===== config.mk =====
export PLATFORM = sky130hd
export DESIGN_NAME = nvm_access_ctrl_flat
export DESIGN_NICKNAME = d
export VERILOG_FILES = /design/src/design/nvm_access_pkg.sv /design/src/design/nvm_bus_if.sv /design/src/design/nvm_access_ctrl.sv /design/src/flat_wrapper.sv
export SDC_FILE = /design/constraint.sdc
export NUM_CORES = 2
export LEC_CHECK = 0
export ABC_CLOCK_PERIOD_IN_PS = 9900
export BUFFER_PORTS_ARGS = -buffer_cell sky130_fd_sc_hd__buf_4
export CAP_MARGIN = 20
export CORE_ASPECT_RATIO = 1.75
export CORE_MARGIN = 2
export CORE_UTILIZATION = 55
export CTS_CLUSTER_DIAMETER = 120
export DETAILED_ROUTE_END_ITERATION = 6
export PLACE_DENSITY_LB_ADDON = 0.15
export SLEW_MARGIN = 5
export SYNTH_ARGS = -nofsm -noshare
export SYNTH_HDL_FRONTEND = slang
export SYNTH_SLANG_ARGS = --single-unit

===== constraint.sdc =====
create_clock -name sys_clk_i -period 9.9 [get_ports sys_clk_i]
set_input_delay 0.99 -clock sys_clk_i [delete_from_list [all_inputs] [get_ports sys_clk_i]]
set_output_delay 0.99 -clock sys_clk_i [all_outputs]
set_load 0.005 [all_outputs]

===== src/design/nvm_access_pkg.sv =====
// shared constants and types for the data nonvolatile memory access link
package nvm_access_pkg;
    // device register indices on the processor link
    localparam logic [2:0] REG_ADDRESS = 3'h0;
    localparam logic [2:0] REG_DATA = 3'h1;
    localparam logic [2:0] REG_CONTROL = 3'h2;
    localparam logic [2:0] REG_UNLOCK = 3'h3;
    localparam logic [2:0] REG_FLAGS_B = 3'h4;
    localparam logic [2:0] REG_ENABLES_B = 3'h5;
    localparam logic [2:0] REG_PRIORITIES_B = 3'h6;
    // control register fields
    localparam int CTRL_PROGRAM_MEMORY_SELECT = 7;
    localparam int CTRL_CONFIG_SPACE_SELECT = 6;
    localparam int CTRL_WRITE_ABORT_FLAG = 3;
    localparam int CTRL_WRITE_PERMIT = 2;
    localparam int CTRL_WRITE_TRIGGER = 1;
    localparam int CTRL_READ_TRIGGER = 0;
    // write complete bit in flags, enables and priorities
    localparam int IRQ_WRITE_COMPLETE = 4;
    // unlock keys
    localparam logic [7:0] KEY_FIRST = 8'h55;
    localparam logic [7:0] KEY_SECOND = 8'hAA;
    // reset values
    localparam logic [7:0] RESET_BYTE = 8'h00;
    // timing
    localparam int CLK_PERIOD_NS = 100;
    localparam int WRITE_TIME_US = 2000;
    localparam int POWER_UP_TIMER_PERIOD_US = 64;
    localparam int WRITE_CYCLES = (WRITE_TIME_US * 1000 + CLK_PERIOD_NS - 1) / CLK_PERIOD_NS;
    localparam int POWER_UP_CYCLES = (POWER_UP_TIMER_PERIOD_US * 1000 + CLK_PERIOD_NS - 1) / CLK_PERIOD_NS;
    // controller command port register indices
    localparam logic [2:0] HREG_COMMAND = 3'h0;
    localparam logic [2:0] HREG_ADDRESS = 3'h1;
    localparam logic [2:0] HREG_WRITE_DATA = 3'h2;
    localparam logic [2:0] HREG_READ_DATA = 3'h3;
    localparam logic [2:0] HREG_STATUS = 3'h4;
    localparam logic [2:0] HREG_MASK = 3'h5;
    localparam int CMD_READ = 0;
    localparam int CMD_WRITE = 1;
    localparam int ST_READ_DONE = 0;
    localparam int ST_WRITE_DONE = 1;
    localparam int ST_BUSY = 2;
    // unlock sequence detector
    typedef enum logic [1:0] {KEY_IDLE, KEY_GOT_FIRST, KEY_ARMED} key_state_t;
endpackage


===== src/design/nvm_bus_if.sv =====
// register link between the processor end and the memory access end
`timescale 1ns/100ps
`default_nettype none
interface nvm_bus_if;
    logic [2:0] addr;
    logic [7:0] wdata;
    logic wr;
    logic rd;
    logic [7:0] rdata;
    logic irq_high;
    logic irq_low;
    modport dev (input addr, input wdata, input wr, input rd, output rdata, output irq_high, output irq_low);
    modport cpu (output addr, output wdata, output wr, output rd, input rdata, input irq_high, input irq_low);
endinterface
`default_nettype wire


===== src/design/nvm_access_ctrl.sv =====
// memory access end: registers, unlock detector, write timer, array, external port
//
// What this block does
// - read trigger loads addressed byte next cycle
// - data register holds until read or write
// - software loads address and data before writing
// - write starts only after keys then trigger
// - no other write between keys and trigger
// - trigger refused while write permit clear
// - permit and trigger together start nothing
// - hardware never clears the write permit
// - software keeps permit clear outside updates
// - control, address, data locked during write
// - completion clears trigger, sets complete flag
// - complete flag stays until software clears
// - code protect blocks external accesses
// - processor accesses ignore code protect
// - reset clears the write permit
// - writes blocked during power-up timer
// - unlock port holds no readable state
`timescale 1ns/100ps
`default_nettype none
module nvm_access_ctrl
    import nvm_access_pkg::*;
#(
    parameter int WRITE_CYCLES_P = WRITE_CYCLES,
    parameter int POWER_UP_CYCLES_P = POWER_UP_CYCLES,
    parameter int DEPTH = 256
) (
    // clock and reset
    input wire logic sys_clk_i,
    input wire logic resetn_i,
    // processor link
    nvm_bus_if.dev bus,
    // configuration
    input wire logic code_protect_i,
    // external programming port
    input wire logic ext_rd_i,
    input wire logic ext_wr_i,
    input wire logic [7:0] ext_addr_i,
    input wire logic [7:0] ext_wdata_i,
    output logic [7:0] ext_rdata_o,
    output logic ext_ack_o,
    output logic ext_denied_o,
    // status
    output logic write_busy_o
);
    localparam int WCW = $clog2(WRITE_CYCLES_P + 1);
    localparam int PCW = $clog2(POWER_UP_CYCLES_P + 1);
    localparam logic [WCW-1:0] WRITE_LOAD = WCW'(WRITE_CYCLES_P);
    localparam logic [PCW-1:0] POWER_UP_LAST = PCW'(POWER_UP_CYCLES_P);

    typedef struct packed {
        logic [7:0] address;
        logic [7:0] data;
        logic program_memory_select;
        logic config_space_select;
        logic write_abort_flag;
        logic write_permit;
        logic busy;
        key_state_t key;
        logic write_complete_flag;
        logic write_complete_irq_enable;
        logic write_complete_irq_priority;
        logic [WCW-1:0] write_count;
        logic [PCW-1:0] power_up_count;
        logic power_up_done;
        logic [7:0] rdata;
        logic irq_high;
        logic irq_low;
        logic [7:0] ext_rdata;
        logic ext_ack;
        logic ext_denied;
    } dev_state_t;

    dev_state_t s_q;
    dev_state_t s_d;
    logic [7:0] mem [DEPTH];
    logic mem_we;
    logic [7:0] mem_waddr;
    logic [7:0] mem_wdata;
    logic ctrl_wr;

    ////////////////////////////////////////////////////////////////////////
    // next state
    always_comb begin
        s_d = s_q;
        mem_we = 1'b0;
        mem_waddr = s_q.address;
        mem_wdata = s_q.data;
        s_d.rdata = RESET_BYTE;
        s_d.ext_ack = 1'b0;
        s_d.ext_denied = 1'b0;
        ctrl_wr = bus.wr && bus.addr == REG_CONTROL && !s_q.busy;
        // power-up timer
        if (!s_q.power_up_done) begin
            s_d.power_up_count = s_q.power_up_count + PCW'(1);
            s_d.power_up_done = s_d.power_up_count == POWER_UP_LAST;
        end
        // register reads
        if (bus.rd) begin
            unique case (bus.addr)
                REG_ADDRESS: s_d.rdata = s_q.address;
                REG_DATA: s_d.rdata = s_q.data;
                REG_CONTROL: begin
                    s_d.rdata[CTRL_PROGRAM_MEMORY_SELECT] = s_q.program_memory_select;
                    s_d.rdata[CTRL_CONFIG_SPACE_SELECT] = s_q.config_space_select;
                    s_d.rdata[CTRL_WRITE_ABORT_FLAG] = s_q.write_abort_flag;
                    s_d.rdata[CTRL_WRITE_PERMIT] = s_q.write_permit;
                    s_d.rdata[CTRL_WRITE_TRIGGER] = s_q.busy;
                end
                REG_FLAGS_B: s_d.rdata[IRQ_WRITE_COMPLETE] = s_q.write_complete_flag;
                REG_ENABLES_B: s_d.rdata[IRQ_WRITE_COMPLETE] = s_q.write_complete_irq_enable;
                REG_PRIORITIES_B: s_d.rdata[IRQ_WRITE_COMPLETE] = s_q.write_complete_irq_priority;
                default: s_d.rdata = RESET_BYTE;
            endcase
        end
        // unlock detector: any write breaks a partial sequence
        if (bus.wr) begin
            s_d.key = KEY_IDLE;
            if (bus.addr == REG_UNLOCK && !s_q.busy) begin
                if (bus.wdata == KEY_FIRST) begin
                    s_d.key = KEY_GOT_FIRST;
                end else if (bus.wdata == KEY_SECOND && s_q.key == KEY_GOT_FIRST) begin
                    s_d.key = KEY_ARMED;
                end
            end
        end
        // register writes; address, data and control locked while a write runs
        if (bus.wr && !s_q.busy) begin
            if (bus.addr == REG_ADDRESS) begin
                s_d.address = bus.wdata;
            end
            if (bus.addr == REG_DATA) begin
                s_d.data = bus.wdata;
            end
        end
        if (ctrl_wr) begin
            s_d.program_memory_select = bus.wdata[CTRL_PROGRAM_MEMORY_SELECT];
            s_d.config_space_select = bus.wdata[CTRL_CONFIG_SPACE_SELECT];
            s_d.write_abort_flag = s_q.write_abort_flag & bus.wdata[CTRL_WRITE_ABORT_FLAG];
            s_d.write_permit = bus.wdata[CTRL_WRITE_PERMIT];
            if (bus.wdata[CTRL_READ_TRIGGER] && !bus.wdata[CTRL_PROGRAM_MEMORY_SELECT]
                && !bus.wdata[CTRL_CONFIG_SPACE_SELECT]) begin
                s_d.data = mem[s_q.address];
            end
            // old permit value decides, so permit and trigger together fail
            if (bus.wdata[CTRL_WRITE_TRIGGER] && s_q.key == KEY_ARMED && s_q.write_permit
                && !bus.wdata[CTRL_PROGRAM_MEMORY_SELECT] && !bus.wdata[CTRL_CONFIG_SPACE_SELECT]) begin
                if (s_q.power_up_done) begin
                    s_d.busy = 1'b1;
                    s_d.write_count = WRITE_LOAD;
                end else begin
                    s_d.write_abort_flag = 1'b1;
                end
            end
        end
        if (bus.wr && bus.addr == REG_ENABLES_B) begin
            s_d.write_complete_irq_enable = bus.wdata[IRQ_WRITE_COMPLETE];
        end
        if (bus.wr && bus.addr == REG_PRIORITIES_B) begin
            s_d.write_complete_irq_priority = bus.wdata[IRQ_WRITE_COMPLETE];
        end
        if (bus.wr && bus.addr == REG_FLAGS_B) begin
            s_d.write_complete_flag = bus.wdata[IRQ_WRITE_COMPLETE];
        end
        // write cycle timer; completion set wins over a clearing write
        if (s_q.busy) begin
            s_d.write_count = s_q.write_count - WCW'(1);
            if (s_q.write_count == WCW'(1)) begin
                mem_we = 1'b1;
                s_d.busy = 1'b0;
                s_d.write_complete_flag = 1'b1;
            end
        end
        // external programming port
        if (ext_rd_i) begin
            if (code_protect_i) begin
                s_d.ext_denied = 1'b1;
            end else begin
                s_d.ext_rdata = mem[ext_addr_i];
                s_d.ext_ack = 1'b1;
            end
        end else if (ext_wr_i) begin
            if (code_protect_i || s_q.busy || !s_q.power_up_done) begin
                s_d.ext_denied = 1'b1;
            end else begin
                mem_we = 1'b1;
                mem_waddr = ext_addr_i;
                mem_wdata = ext_wdata_i;
                s_d.ext_ack = 1'b1;
            end
        end
        // interrupt requests
        s_d.irq_high = s_d.write_complete_flag & s_d.write_complete_irq_enable
                       & s_d.write_complete_irq_priority;
        s_d.irq_low = s_d.write_complete_flag & s_d.write_complete_irq_enable
                      & !s_d.write_complete_irq_priority;
    end

    ////////////////////////////////////////////////////////////////////////
    // state registers
    always_ff @(posedge sys_clk_i or negedge resetn_i) begin
        if (!resetn_i) begin
            s_q <= '0;
        end else begin
            s_q <= s_d;
        end
    end

    ////////////////////////////////////////////////////////////////////////
    // memory array, keeps its contents across reset
    always_ff @(posedge sys_clk_i) begin
        if (mem_we) begin
            mem[mem_waddr] <= mem_wdata;
        end
    end

    ////////////////////////////////////////////////////////////////////////
    // outputs
    assign bus.rdata = s_q.rdata;
    assign bus.irq_high = s_q.irq_high;
    assign bus.irq_low = s_q.irq_low;
    assign ext_rdata_o = s_q.ext_rdata;
    assign ext_ack_o = s_q.ext_ack;
    assign ext_denied_o = s_q.ext_denied;
    assign write_busy_o = s_q.busy;
endmodule
`default_nettype wire


===== src/flat_wrapper.sv =====
// flat-port wrapper written by rule: the top's interface ports become plain ports
module nvm_access_ctrl_flat import nvm_access_pkg::*;
#(
    parameter int WRITE_CYCLES_P = WRITE_CYCLES,
    parameter int POWER_UP_CYCLES_P = POWER_UP_CYCLES,
    parameter int DEPTH = 256
)
  (sys_clk_i, resetn_i, code_protect_i, ext_rd_i, ext_wr_i, ext_addr_i, ext_wdata_i, ext_rdata_o, ext_ack_o, ext_denied_o, write_busy_o, bus_addr, bus_wdata, bus_wr, bus_rd, bus_rdata, bus_irq_high, bus_irq_low);
  nvm_bus_if bus_i ();
  input wire logic sys_clk_i;
  input wire logic resetn_i;
  input wire logic code_protect_i;
  input wire logic ext_rd_i;
  input wire logic ext_wr_i;
  input wire logic [7:0] ext_addr_i;
  input wire logic [7:0] ext_wdata_i;
  output logic [7:0] ext_rdata_o;
  output logic ext_ack_o;
  output logic ext_denied_o;
  output logic write_busy_o;
  input wire logic [$bits(bus_i.addr)-1:0] bus_addr;
  input wire logic [$bits(bus_i.wdata)-1:0] bus_wdata;
  input wire logic [$bits(bus_i.wr)-1:0] bus_wr;
  input wire logic [$bits(bus_i.rd)-1:0] bus_rd;
  output wire logic [$bits(bus_i.rdata)-1:0] bus_rdata;
  output wire logic [$bits(bus_i.irq_high)-1:0] bus_irq_high;
  output wire logic [$bits(bus_i.irq_low)-1:0] bus_irq_low;
  assign bus_i.addr = bus_addr;
  assign bus_i.wdata = bus_wdata;
  assign bus_i.wr = bus_wr;
  assign bus_i.rd = bus_rd;
  assign bus_rdata = bus_i.rdata;
  assign bus_irq_high = bus_i.irq_high;
  assign bus_irq_low = bus_i.irq_low;
  nvm_access_ctrl #(.WRITE_CYCLES_P(WRITE_CYCLES_P), .POWER_UP_CYCLES_P(POWER_UP_CYCLES_P), .DEPTH(DEPTH)) u_core (.sys_clk_i(sys_clk_i), .resetn_i(resetn_i), .bus(bus_i), .code_protect_i(code_protect_i), .ext_rd_i(ext_rd_i), .ext_wr_i(ext_wr_i), .ext_addr_i(ext_addr_i), .ext_wdata_i(ext_wdata_i), .ext_rdata_o(ext_rdata_o), .ext_ack_o(ext_ack_o), .ext_denied_o(ext_denied_o), .write_busy_o(write_busy_o));
endmodule

[Word-level counts from Yosys, hierarchy flattened]
Memory sizes are Yosys's and may differ from the RTL's. A register that Yosys moved wholly into a read port is not among the register bits.
Cells that the tools add are included.
Widths: inputs -> output; s select.
Word-level totals
  register bits after elaboration: 64
  RAM bits: 2048
  bits of input ports: 34
  memories: 1
Operators by class
  add/subtract/negate cells: 2
  equality and inequality tests: 12
  mux-type cells: 48
  bitwise gates (word level): 5
  reduce and logical (&&, ||, !) cells: 29
Memory list
  u_core.mem: words 256, bits a word 8, rd ports 2, clocked after memory_dff 1, wr ports 1, line nvm_access_ctrl.sv:78  | logic [7:0] mem [DEPTH];
Operators with widths (number)
  $mux 8: 10
  $mux 15: 4
  $mux 1: 23
  $eq 15x1->1 const B: 1
  $sub 15x1->15 const B: 1
  $logic_and 1x1->1: 14
  $mux 13: 1
  $add 10x1->10 const B: 1
  $eq 10x10->1 const B: 1
  $mux 2: 5
  $eq 3x3->1 const B: 3
  $pmux 3 s3: 1
  $eq 8x7->1 const B: 1
  $eq 8x8->1 const B: 1
  $eq 3x2->1 const B: 2
  $logic_not 1->1: 6
  $pmux 2 s3: 1
  $reduce_bool 2->1: 3
  $pmux 1 s5: 1
  $and 1x1->1: 4
  $pmux 1 s2: 2
  $reduce_and 2->1: 2
  $eq 3x1->1 const B: 1
  $logic_not 3->1: 1
  5 further kinds: 6

[Logic depth before layout (Yosys ltp)]
  depth after elaboration: 9
  gate-level depth with buffers: 12
  mapped depth without buffers: 8

[Least setup slack after synthesis]
No wires, ideal clock.
  kind: input-to-reg
  from: input code_protect_i
  to: memory u_core.mem[0][0] (data pin)
  setup time: 0.823 ns
  arrival: 4.890 ns
  data required time: 9.077 ns
  setup slack: 4.187 ns
  stages on the path: 6
  buffers on the path: 2
  cells stage by stage: nor2_1 and3_1 clkbuf_1 clkbuf_1 nand2_1 nand2_1
Between the ends
  word-level cells in the longest chain between the ends: 5
RTL lines
  from (decl): line flat_wrapper.sv:12  | input wire logic code_protect_i;
  $logic_or 1x1->1 (2 in a row): line nvm_access_ctrl.sv:185  | if (code_protect_i || s_q.busy || !s_q.power_up_done) begin
  $mux 8: line nvm_access_ctrl.sv:185
  $mux 8: line nvm_access_ctrl.sv:184  | end else if (ext_wr_i) begin
  $mux 8: line nvm_access_ctrl.sv:177  | if (ext_rd_i) begin
  named net u_core.mem_wdata[0]: line nvm_access_ctrl.sv:81  | logic [7:0] mem_wdata;
  to (decl): line nvm_access_ctrl.sv:78
The timed path passes the listed nets, and every way through them passes these cells.

[Worst setup path in the final report]
  from: register u_core.s_q[20] (netlist name)
  to: memory u_core.mem[221][6] (enable)
Between the ends
  word-level cells in the longest chain between the ends: 7
  elaborated cells between the ends (all ways): 10
  classes of those cells: mux: 8; reduce/logical: 2
RTL lines
  from (decl): line nvm_access_ctrl.sv:76  | dev_state_t s_q;
  from (signal assigned): line nvm_access_ctrl.sv:205  | s_q <= '0;
  from (signal assigned): line nvm_access_ctrl.sv:207  | s_q <= s_d;
  $logic_not 1->1 *
  $logic_or 1x1->1 *: line nvm_access_ctrl.sv:185
  $mux 1: line nvm_access_ctrl.sv:185
  $mux 1: line nvm_access_ctrl.sv:184
  $mux 1: line nvm_access_ctrl.sv:177
  $mux 1: line nvm_access_ctrl.sv:214  | if (mem_we) begin
  $mux 1 (not written as such): line nvm_access_ctrl.sv:215  | mem[mem_waddr] <= mem_wdata;
Mark *: on every way between the ends. The rest lies on a longest branch, timed or not.

==> impl_results.md <==
* Seq/Total Area, Yosys at between 60 and 70%
* Layout Skew at 0.0409 ns
* Layout Utilization at 60.4%
* Vias in the first global route at around 59k
* Final Cell Area at 109000 sq um
* Post-DP HPWL at around 200 mm
* I/O Buffers at 54
* First-pass GRT wire length at between 400 and 500 mm
* Most frequent cells in the layout: edfxtp_1 (2048), mux4_2 (977), nor2_1 (394), mux2i_1 (275), nand2_1 (254)
* Worst Path Arrival at about 5.7 ns
* Syn Std Cell Area at 99500 sq um
* Max cap viols at 0
* CTS tree: done
* Initial antenna violation count at 13
* Gr ovfl total at 0
* Fin crit period at roughly 5.2 ns
* R2r startpoint: u_core.s_q[20]
* Via count at around 58k
* Hold_buf cts at 0
* Row count at roughly 210
* Vias per inst at around 7.3
* R2R Path End: u_core.mem[221][6]
* Crit path cell chain: nor2b_1 > buf_4 > nand3_2 > nand2_1 > nand2b_2 > nor2_1
* FILL cells at ~13k
* Total CTS buffers at approximately 200
* Yosys cell types at 67
* Static Leak at around 34 nW
* Pins Over Slew Limit at 0
* CP Capture Type: register
* Ys Warns at 0
* Reg2Reg Setup Slack at 4.66 ns
* # DRC at 0
* Die W at around 330 um
* Status: complete, no violations
* Setup Crit Path Kind: register to register
* H-Tree Depth at 4
* Hold Vio Cnt, Final at 0
* Cells after synthesis at roughly 5.4k
* Worst-path fanout max at 39
* FMAX at 191 MHz
* Worst-case clock buffer depth at 4
* Post-CTS Resized at 0
* Setup Fix Bufs, Post-CTS at 0
* Core ar. at 180000 sq um
* Worst-case vdd ir drop at about 0.16 mV
* Crit start category: register
* Placed cell area at about 100000 sq um
* Reg clk slew, reported paths at 0.07 ns
* Antenna Violating Nets Remaining at 0
* Initial detailed-routing violation count at between 7k and 8k
* Commonest non-fill, non-tap cell in the layout: edfxtp_1
* Sink Count at 2120
* Wire length per cell at about 39 um
* FF+latch count, synth at 2120
* Post-Syn Nets at about 5.4k
* Main synth FF type: edfxtp_1
* Multi-input logic area at 33900 sq um
* Boundary Pins at between 50 and 60
* Critical-path top delay cell: nor2_1
* GP Congestion at between 0.9 and 1
* RSZ-0062 raised after global routing: false
* Avg Cell Area, Syn at 18.4 sq um
* Setup TNS Final at 0 ns
* Fin nets at around 5.4k
* Clk_lat worst skew at between 0.8 and 0.9 ns
* Slew @ Worst Pin at about 1.3 ns
* Register-to-Register Path Depth at 6
* Pwr/cell area at 207 nW/um^2
* Routed WL at around 310 mm
* Total global-route track usage at 33.7%
* Clock Tree Root: clkbuf_16
* Min-Delay Path Class: input port to asynchronous set/reset pin
* Layout area overhead at 9.13%
* EDFF count, synth at ~2.0k
* Die Footprint at 184000 sq um
* Pre-antenna DRT Iters at 6
* WP data required at between 10 and 15 ns
* Share of cells above drive strength 1 at 28.9%
* Final period util at 52.9%
* FF/Latch Area at about 63000 sq um
* Worst path max stage delay at 1.15 ns
* Starting density of the core at 55.3%
* Die Ht at approximately 570 um
* Maximum number of pins on one net before global-route repair at 197
* Final setup violation count at 0
* Worst slew margin at roughly an eighth
* Fraction of registers with async set/reset at approximately 3.4%
==> layout make-up <==
| class | instances | area share [%] |
|---|---|---|
| clock buffer | 239 | 4.80 |
| clock inverter | 104 | 0.921 |
| antenna | 1 | 0.00230 |
| multi-input combinational | 2823 | 31.2 |
| sequential | 2120 | 58.3 |
| tap | 2392 | 2.76 |
| inverter | 12 | 0.0438 |
| timing repair buffer | 236 | 1.94 |
==> flip-flops by register name, summed over array words and instances, names as in the netlist <==
| signal | flops |
|---|---|
| u_core.ext_denied_o | 1 |
| u_core.ext_ack_o | 1 |
| u_core.mem | 2048 |
| u_core.s_q | 51 |
| u_core.bus.irq_low | 1 |
| u_core.bus.rdata | 8 |
| u_core.write_busy_o | 1 |
| u_core.ext_rdata_o | 8 |
| u_core.bus.irq_high | 1 |
==> power by group <==
part	internal, mW	leakage [nW]	switching [mW]
logic	1.44	11.8	2.88
registers	10.5	19.4	0.0911
clock network	4.21	3.05	3.38
total	16.1	34.2	6.35
==> worst max path at each step <==
stage / startpoint / end / cells after the start
3_5_place_dp: ext_addr_i[0] / u_core.ext_rdata_o[1] / 10
3_3_place_gp: ext_addr_i[0] / u_core.ext_rdata_o[1] / 10
2_1_floorplan: code_protect_i / u_core.mem[0][0] / 6
6_report: u_core.s_q[20] / u_core.mem[221][6] / 6
5_1_grt: u_core.s_q[20] / u_core.mem[221][6] / 6
4_1_cts: u_core.s_q[64] / u_core.mem[99][5] / 8
==> metrics by stage <==
stage          setup WS [ns]  instances  total power, mW  hold WS, ns
3_3_place_gp            4.41       7541             14.9        0.465
5_1_grt                 4.56       7927             23.0        0.384
2_1_floorplan           4.19       5393             13.6        0.446
3_5_place_dp            4.48       7571             15.0        0.479
4_1_cts                 4.78       7914             22.4        0.315
6_report                4.66       7927             22.5        0.310
==> Yosys cell counts, types with 6 or more instances <==
| master | n | share of area [%] |
|---|---|---|
| edfxtp_1 | 2048 | 62 |
| a211oi_1 | 32 | 0.24 |
| and2_1 | 13 | 0.082 |
| xnor2_1 | 15 | 0.13 |
| nor4_1 | 13 | 0.082 |
| a221oi_1 | 16 | 0.14 |
| a22o_1 | 30 | 0.26 |
| nor3b_1 | 8 | 0.060 |
| inv_1 | 10 | 0.038 |
| o21ai_0 | 45 | 0.23 |
| buf_2 | 108 | 0.54 |
| o221ai_1 | 92 | 0.81 |
| and3_1 | 7 | 0.044 |
| buf_6 | 41 | 0.46 |
| o22ai_1 | 85 | 0.53 |
| or3_1 | 9 | 0.057 |
| a41oi_1 | 9 | 0.079 |
| xor2_1 | 7 | 0.062 |
| a31oi_1 | 35 | 0.22 |
| a21o_1 | 8 | 0.060 |
| buf_1 | 47 | 0.18 |
| o211ai_1 | 6 | 0.045 |
| buf_4 | 56 | 0.42 |
| nor2_1 | 398 | 1.5 |
| clkbuf_1 | 178 | 0.67 |
| nand2b_1 | 28 | 0.18 |
| mux4_2 | 977 | 22 |
| a22oi_1 | 109 | 0.82 |
| nor3_1 | 42 | 0.21 |
| mux2_2 | 40 | 0.45 |
| nand3_1 | 37 | 0.19 |
| or2_2 | 18 | 0.11 |
| a21oi_1 | 117 | 0.59 |
| nand2_1 | 264 | 1.0 |
| a32oi_1 | 9 | 0.079 |
| o31ai_1 | 10 | 0.075 |
| nor2b_1 | 17 | 0.11 |
| dfrtp_1 | 72 | 1.8 |
| mux2i_1 | 275 | 2.8 |
==> critical path, delay by kind of cell, from the launching register on <==
kind / cells / cell delay (ns)
simple gates: 5 / 3.95
flops: 1 / 0.57
buf+inv: 1 / 0.26
==> routing by layer <==
layer  global-route usage (%)  wire length (um)  up-vias
met5                        0                63        -
met4                     22.1             24900       10
met3                     7.23             30100      859
met2                     55.5            154000     3494
met1                     40.4            102000    30500
li1                         -                 -    22700
==> kinds of logic after synthesis <==
kind of cell	Yosys count	share of synthesized area (%)
DFF	2120	63.6
xor gates and xnor gates	22	0.194
adders and majority gates	3	0.0377
buffers and inverters	450	2.46
AOI/OAI and AO/OA	633	4.52
and+or+nand+nor	871	3.77
muxes	1294	25.4
(Power assumes the default switching activity.)
